File: config.mk
export PLATFORM = sky130hd
export DESIGN_NAME = lcisg_top
export DESIGN_NICKNAME = d
export VERILOG_FILES = /design/src/hdl/lcisg_pkg.sv /design/src/hdl/lcisg_gate.sv /design/src/hdl/lcisg_top.sv
export VERILOG_INCLUDE_DIRS = /design/src /design/src/hdl
export SDC_FILE = /design/constraint.sdc
export NUM_CORES = 1
export LEC_CHECK = 0
export CORE_ASPECT_RATIO = 1.5
export CORE_MARGIN = 8
export CORE_UTILIZATION = 40
export CTS_CLUSTER_DIAMETER = 60
export DETAILED_ROUTE_END_ITERATION = 7
export DONT_BUFFER_PORTS = 1
export PLACE_DENSITY = 0.66
export SLEW_MARGIN = 30
export SYNTH_ARGS = -nofsm -noshare
export SYNTH_HDL_FRONTEND = slang
export SYNTH_HIERARCHICAL = 1
export SYNTH_SLANG_ARGS = --single-unit
File: constraint.sdc
create_clock -name i_clk -period 3.8 [get_ports i_clk]
set_input_delay 0.57 -clock i_clk [delete_from_list [all_inputs] [get_ports i_clk]]
set_output_delay 0.57 -clock i_clk [all_outputs]
set_load 0.01 [all_outputs]
File: src/hdl/lcisg_regs.svh
`ifndef LCISG_REGS_SVH
`define LCISG_REGS_SVH

// register offsets on the plain register port
`define LCISG_ADDR_SEL0 5'h00
`define LCISG_ADDR_GLS0 5'h04
`define LCISG_ADDR_POL 5'h08
`define LCISG_ADDR_MUXST 5'h09
`define LCISG_ADDR_GATEST 5'h0A
`define LCISG_ADDR_BADSEL 5'h0B
`define LCISG_ADDR_POOL0 5'h10
`define LCISG_POOL_REGS 7

// reset values of the configuration registers
`define LCISG_RST_SEL 6'h00
`define LCISG_RST_GLS 8'h00
`define LCISG_RST_POL 4'h0

// field positions inside a gate select register
`define LCISG_GLS_TRUE_OFS 0
`define LCISG_GLS_INV_OFS 1

// selection codes, first code of each source group
`define LCISG_CODE_PIN0 6'h00
`define LCISG_CODE_CELL1 6'h04
`define LCISG_CODE_CMP1 6'h08
`define LCISG_CODE_COMP_OUTPUT_GEN1_A 6'h10
`define LCISG_CODE_CCP 6'h18
`define LCISG_CODE_PWM 6'h1C
`define LCISG_CODE_SER_CLK 6'h24
`define LCISG_CODE_SER_DAT 6'h25
`define LCISG_CODE_ZCD 6'h26
`define LCISG_CODE_UART_TX 6'h27
`define LCISG_CODE_UART_RX 6'h28
`define LCISG_CODE_TMR_OVF 6'h29
`define LCISG_CODE_TMR_PST 6'h2D
`define LCISG_CODE_IOC 6'h31
`define LCISG_CODE_RC_CLK 6'h32
`define LCISG_CODE_SLOW_OSC 6'h33
`define LCISG_CODE_FAST_OSC 6'h34
`define LCISG_CODE_SYS_CLK 6'h35
`define LCISG_CODE_MOD_OR 6'h36
`define LCISG_CODE_MAX 6'h36
`define LCISG_POOL_W 55

`endif

File: src/hdl/lcisg_pkg.sv
package lcisg_pkg;
    // register port types
    typedef logic [4:0] lcisg_addr_t;
    typedef logic [7:0] lcisg_data_t;
    // one multiplexer selection code
    typedef logic [5:0] lcisg_code_t;
    // one gate enable byte, true form on even bits
    typedef logic [7:0] lcisg_gls_t;
endpackage : lcisg_pkg

File: src/hdl/lcisg_gate.sv
`timescale 1ns/10ps
`include "lcisg_regs.svh"

module lcisg_gate (
    input logic [3:0] i_mux_out,
    input lcisg_pkg::lcisg_gls_t i_enable,
    input logic i_polarity,
    output logic o_gate_out
);
    import lcisg_pkg::*;

    // and of enabled terms, then polarity
    always_comb begin
        logic and_v;
        and_v = 1'b1; // no enabled term leaves a one
        for (int n = 0; n < 4; n++) begin
            if (i_enable[2 * n + `LCISG_GLS_TRUE_OFS]) begin
                and_v = and_v & i_mux_out[n];
            end
            if (i_enable[2 * n + `LCISG_GLS_INV_OFS]) begin
                and_v = and_v & ~i_mux_out[n];
            end
        end
        o_gate_out = i_polarity ? and_v : ~and_v;
    end
endmodule : lcisg_gate

File: src/hdl/lcisg_top.sv
// Added by the designer: the address-and-strobe port and the placing of the registers.
`timescale 1ns/10ps
`include "lcisg_regs.svh"

module lcisg_top (
    input wire logic i_clk,
    input wire logic i_rst_b,
    // register port
    input lcisg_pkg::lcisg_addr_t i_addr,
    input lcisg_pkg::lcisg_data_t i_wdata,
    input wire logic i_wr,
    input wire logic i_rd,
    output lcisg_pkg::lcisg_data_t o_rdata,
    // general pin inputs, after pin routing
    input wire logic [3:0] i_general_pin_input,
    // outputs of logic cells one to four
    input wire logic [3:0] i_cell_output,
    // synchronized comparator outputs one to eight
    input wire logic [7:0] i_synced_comparator_out,
    // output generator a and b lines, units one to four
    input wire logic [3:0] i_comp_output_gen_a,
    input wire logic [3:0] i_comp_output_gen_b,
    // capture compare units 1, 2, 7, 8
    input wire logic [3:0] i_capture_compare_out,
    // pwm 3, 4, 9, 10, 5, 6, 11, 12
    input wire logic [7:0] i_pwm_output,
    // serial port lines
    input wire logic i_serial_clock,
    input wire logic i_serial_data_out,
    input wire logic i_zero_cross_output,
    input wire logic i_uart_transmit,
    input wire logic i_uart_receive,
    // timer 0, 1, 3, 5 overflow
    input wire logic [3:0] i_timer_overflow,
    // timer 2, 4, 6, 8 postscaled
    input wire logic [3:0] i_timer_postscaled,
    input wire logic i_pin_change_flag,
    // clock sources
    input wire logic i_converter_rc_clock,
    input wire logic i_slow_internal_osc,
    input wire logic i_fast_internal_osc,
    input wire logic i_system_clock_source,
    // modulators one to three
    input wire logic [2:0] i_modulator_output,
    // to the logic function stage
    output logic [3:0] o_gate_out,
    output logic [3:0] o_mux_out
);
    import lcisg_pkg::*;

    // configuration registers
    lcisg_code_t sel_r [4];
    lcisg_gls_t gls_r [4];
    logic [3:0] pol_r;

    // read side
    lcisg_data_t rdata_r;
    lcisg_data_t rdata_nxt;

    // source pool and selection path
    logic [`LCISG_POOL_W-1:0] pool;
    logic [63:0] pool_full;
    logic [3:0] mux_out;
    logic [3:0] gate_out;
    logic [3:0] bad_sel;

    // pin inputs at codes 0 to 3
    assign pool[`LCISG_CODE_PIN0 +: 4] = i_general_pin_input;

    // cell outputs fed back at codes 4 to 7
    assign pool[`LCISG_CODE_CELL1 +: 4] = i_cell_output;

    // synchronized comparators
    assign pool[`LCISG_CODE_CMP1 +: 8] = i_synced_comparator_out;

    // output generator lines interleave a then b per unit
    genvar k;
    generate
        for (k = 0; k < 4; k++) begin : g_cog
            assign pool[`LCISG_CODE_COMP_OUTPUT_GEN1_A + 2 * k] = i_comp_output_gen_a[k];
            assign pool[`LCISG_CODE_COMP_OUTPUT_GEN1_A + 2 * k + 1] = i_comp_output_gen_b[k];
        end
    endgenerate

    // capture compare and pwm groups
    assign pool[`LCISG_CODE_CCP +: 4] = i_capture_compare_out;
    assign pool[`LCISG_CODE_PWM +: 8] = i_pwm_output;

    // serial, zero cross and uart lines
    assign pool[`LCISG_CODE_SER_CLK] = i_serial_clock;
    assign pool[`LCISG_CODE_SER_DAT] = i_serial_data_out;
    assign pool[`LCISG_CODE_ZCD] = i_zero_cross_output;
    assign pool[`LCISG_CODE_UART_TX] = i_uart_transmit;
    assign pool[`LCISG_CODE_UART_RX] = i_uart_receive;

    // timer events and change flag
    assign pool[`LCISG_CODE_TMR_OVF +: 4] = i_timer_overflow;
    assign pool[`LCISG_CODE_TMR_PST +: 4] = i_timer_postscaled;
    assign pool[`LCISG_CODE_IOC] = i_pin_change_flag;

    // clocks and modulator or at the top codes
    assign pool[`LCISG_CODE_RC_CLK] = i_converter_rc_clock;
    assign pool[`LCISG_CODE_SLOW_OSC] = i_slow_internal_osc;
    assign pool[`LCISG_CODE_FAST_OSC] = i_fast_internal_osc;
    assign pool[`LCISG_CODE_SYS_CLK] = i_system_clock_source;
    assign pool[`LCISG_CODE_MOD_OR] = |i_modulator_output;

    // unused codes read the pool as zero
    assign pool_full = {{(64 - `LCISG_POOL_W){1'b0}}, pool};

    // four independent multiplexers and their gates
    genvar g;
    generate
        for (g = 0; g < 4; g++) begin : g_path
            // pure selection, no register in the path
            assign mux_out[g] = pool_full[sel_r[g]];
            assign bad_sel[g] = (sel_r[g] > `LCISG_CODE_MAX);

            // each gate sees all four mux outputs
            lcisg_gate u_gate (
                .i_mux_out(mux_out),
                .i_enable(gls_r[g]),
                .i_polarity(pol_r[g]),
                .o_gate_out(gate_out[g])
            );
        end
    endgenerate

    // gate results go straight to the function stage
    assign o_gate_out = gate_out;
    assign o_mux_out = mux_out;

    // selection registers, written at any time
    always_ff @(posedge i_clk or negedge i_rst_b) begin
        if (!i_rst_b) begin
            for (int i = 0; i < 4; i++) begin
                sel_r[i] <= `LCISG_RST_SEL;
            end
        end else if (i_wr) begin
            for (int i = 0; i < 4; i++) begin
                if (i_addr == (`LCISG_ADDR_SEL0 + 5'(i))) begin
                    sel_r[i] <= i_wdata[5:0];
                end
            end
        end
    end

    // gate select registers, one per gate
    always_ff @(posedge i_clk or negedge i_rst_b) begin
        if (!i_rst_b) begin
            for (int i = 0; i < 4; i++) begin
                gls_r[i] <= `LCISG_RST_GLS;
            end
        end else if (i_wr) begin
            for (int i = 0; i < 4; i++) begin
                if (i_addr == (`LCISG_ADDR_GLS0 + 5'(i))) begin
                    gls_r[i] <= i_wdata;
                end
            end
        end
    end

    // gate output polarity bits
    always_ff @(posedge i_clk or negedge i_rst_b) begin
        if (!i_rst_b) begin
            pol_r <= `LCISG_RST_POL;
        end else if (i_wr && (i_addr == `LCISG_ADDR_POL)) begin
            pol_r <= i_wdata[3:0];
        end
    end

    // read decode, zero outside a read or on a hole
    always_comb begin
        rdata_nxt = 8'h00;
        if (i_rd) begin
            for (int i = 0; i < 4; i++) begin
                if (i_addr == (`LCISG_ADDR_SEL0 + 5'(i))) begin
                    rdata_nxt = {2'h0, sel_r[i]};
                end
                if (i_addr == (`LCISG_ADDR_GLS0 + 5'(i))) begin
                    rdata_nxt = gls_r[i];
                end
            end
            for (int i = 0; i < `LCISG_POOL_REGS; i++) begin
                if (i_addr == (`LCISG_ADDR_POOL0 + 5'(i))) begin
                    rdata_nxt = pool_full[8 * i +: 8];
                end
            end
            if (i_addr == `LCISG_ADDR_POL) begin
                rdata_nxt = {4'h0, pol_r};
            end
            if (i_addr == `LCISG_ADDR_MUXST) begin
                rdata_nxt = {4'h0, mux_out};
            end
            if (i_addr == `LCISG_ADDR_GATEST) begin
                rdata_nxt = {4'h0, gate_out};
            end
            if (i_addr == `LCISG_ADDR_BADSEL) begin
                rdata_nxt = {4'h0, bad_sel};
            end
        end
    end

    // read data stands only in the cycle after the strobe
    always_ff @(posedge i_clk or negedge i_rst_b) begin
        if (!i_rst_b) begin
            rdata_r <= 8'h00;
        end else begin
            rdata_r <= rdata_nxt;
        end
    end

    assign o_rdata = rdata_r;

endmodule : lcisg_top

==> impl_metrics.ini <==
[synthesis]
yosysSeqAreaShare_pct = 26.6
avgSynthCellArea_um2 = 10.1
ys_seq_elements = 68
synth-adder-area-share_pct = 0
synthCells = 635
ys_warn_count = 6
synth_mux_area_share_pct = 37.4
synth_compound_area_share_pct = 17.6
synthTopCellsByArea = dfrtp_1, mux4_2, mux2i_1, mux2_1, mux2_2
synth_most_common_cell = dfrtp_1
syn_nets = 709
synth-main-ff-cell = dfrtp_1
netlist_top_cells_count = dfrtp_1, mux2i_1, mux2_1
synth_edf_count = 0
synth_top_area_share_pct = 26.6
ys_types = 64
ys_async_sr_fraction_pct = 100
synth_top_family_by_area = multiplexers
synth_area_um2 = 6400
synth-xor-area-share_pct = 0.547
yosys.area_share.simple_pct = 13.2
synth_top_cell_by_area = dfrtp_1

[sta]
setup_viol = 0
timing.final.max_slew_violations = 0
fin_skew_ps = 10.3
fmax_mhz = 269
finalCritPeriodShare_pct = 97.9
min_period_ps = 3720
fin_ws_ps = 79.8
rsz0062_at_grt = true
hold_viol = 0
tightest_slew_ps = 770
maxSlewHeadroom_pct = 48.3

[placement]
placed_area_um2 = 6770
dpl.hpwl_mm = 21.9
io_buffer_count = 0
pre_cts_ws_ps = 96.6
place_inst = 832
gp_congestion = 1.02

[clock_network]
cts.clk_slew.worst_paths_ps = 70
numCtsBuffers = 9
cts_tree = built
clock-root-buffer = clkbuf_16
h-tree-depth = 3
clk_path_buf_depth = 2
clock_latency_ps = 350
cts_sinks = 68

[detailed_routing]
vias_per_cell = 7.23
drt_iter0_drc = 767
wire_per_inst_um = 34.3
drt_pre_antenna_iters = 5
via_count = 6201
drt-total-wl_mm = 29.5
ant_nets = 0
drc = 0

[final_layout]
antennaDiodeCount = 0
stdcell_area_um2 = 7350
layout-drive-gt1-share_pct = 27.2
finalNetCount = 724
instances_no_fill = 858
area_growth_pct = 14.8
fin_util_pct = 47.0

[setup_path]
crit_arrival_ps = 3150
worst_path_max_delay_cell = mux4_2
critPathMaxFanout = 4
cp_cell_sequence = buf_6 > mux4_2 > mux4_2 > nand2b_1 > a32oi_2 > buf_4 > mux2i_2 > nand4_1 > xor2_1 > buf_4
worstSetupStartpointType = register
required_ps = 3230
cp_top_family = multiplexers
critPathBufInv = 3
critPathKind = reg -> out
critPathCaptureType = output pin
slowest_delay_ps = 480

[die]
die_width_um = 119
die_h_um = 171
dieArea_um2 = 20400
rows = 56
start_util_pct = 41.0
boundaryPins = 90
core_um2 = 15600

[grt]
grt_pass1_wl_mm = 42.5
grt-busiest-layer = met2
antenna_found_initial = 0
overflow = 0
grt_max_degree = 69
grt_pass1_vias = 6299
met3_usage_pct = 6.99
track_usage_pct = 28.2
met1_usage_pct = 28.8
grt.met2_usage_pct = 48.0

[hold_path]
hold_path_class = in -> async

[pwr]
ir_drop_v = 0.000250
powerDensity_nw_per_um2 = 487
p_leak_nw = 2.84

[outcome]
status = finished, final reports clean

[flow_run]
cap_viol_max_count = 0
## kinds of logic after synthesis
group,after synthesis
simple gates,159
buf+inv,61
flops,68
xor+xnor,4
compound gates,166
mux,177
## metal layers
layer  share of wire (%)  vias up
li1                    -     2533
met1                  33     3091
met2                  49      432
met3                 8.8      145
met4                 9.8        0
met5                   0        -
## cell usage in the layout, fill, tap and decap left out, drive strengths merged, types with 6 or more instances in the layout
| cell type | synthesis | final |
|---|---|---|
| clkbuf | 20 | 11 |
| mux2i | 58 | 58 |
| nor2 | 20 | 20 |
| o221ai | 6 | 6 |
| o22ai | 12 | 12 |
| o21ai | 35 | 35 |
| nand2b | 13 | 13 |
| nor2b | 20 | 20 |
| mux4 | 42 | 42 |
| mux2 | 77 | 77 |
| a21oi | 35 | 35 |
| nor3 | 16 | 16 |
| a221oi | 7 | 7 |
| inv | 11 | 13 |
| nand3 | 15 | 15 |
| o211ai | 6 | 6 |
| a22oi | 6 | 6 |
| dfrtp | 68 | 68 |
| nand2 | 40 | 40 |
| buf | 30 | 52 |
| a211oi | 11 | 11 |
## where the power goes
part	switching, mW	internal, mW
registers	0.229	0.856
clock network	0.355	0.444
logic	0.831	0.868
total	1.41	2.17
## cell type report
| type | count | area [µm²] |
|---|---|---|
| clock buffers | 9 | 225 |
| flip-flops and latches | 68 | 1710 |
| well taps | 203 | 254 |
| repair buffers | 54 | 539 |
| inverters | 11 | 41.3 |
| fillers | 1458 | 8270 |
| clock inverters | 7 | 50.0 |
| multi-input cells | 506 | 4530 |
## state kept, by name, summed over array words and instances (netlist names)
| register | cells |
|---|---|
| gls_r | 32 |
| pol_r | 4 |
| sel_r | 24 |
| o_rdata | 8 |
## what timing repair did
action / 4_1_cts / 5_1_grt
hold buffers: 1 / 0
setup endpoints to repair: 4 / 6
pin swaps: 1 / 11
buffers inserted: 3 / 6
endpoints found under the hold margin: 68 / 0
cloned: 0 / 2
gates resized for setup: 13 / 26
## worst paths after layout
check,startpoint,to,slack [ps],cells after the start
max,sel_r[6],o_gate_out[1],80,10
min,i_rst_b,sel_r[18],70,1
max reg2reg,sel_r[6],o_rdata[1],120,14
min reg2reg,gls_r[24],gls_r[24],520,1
max in group asynchronous,i_rst_b,sel_r[19],3340,1
min in group i_clk,i_addr[0],o_rdata[6],340,1
## per-stage QoR
| stage | hold WS [ps] | power [mW] | setup TNS (ps) |
|---|---|---|---|
| finish | 74.7 | 3.58 | 0 |
| global route | 127 | 3.71 | -62.6 |
| CTS | 124 | 3.40 | 0 |
| detailed placement | 278 | 2.53 | 0 |
| global placement | 278 | 2.50 | 0 |
| floorplan | 274 | 1.99 | 0 |
(Power assumes the default switching activity.)
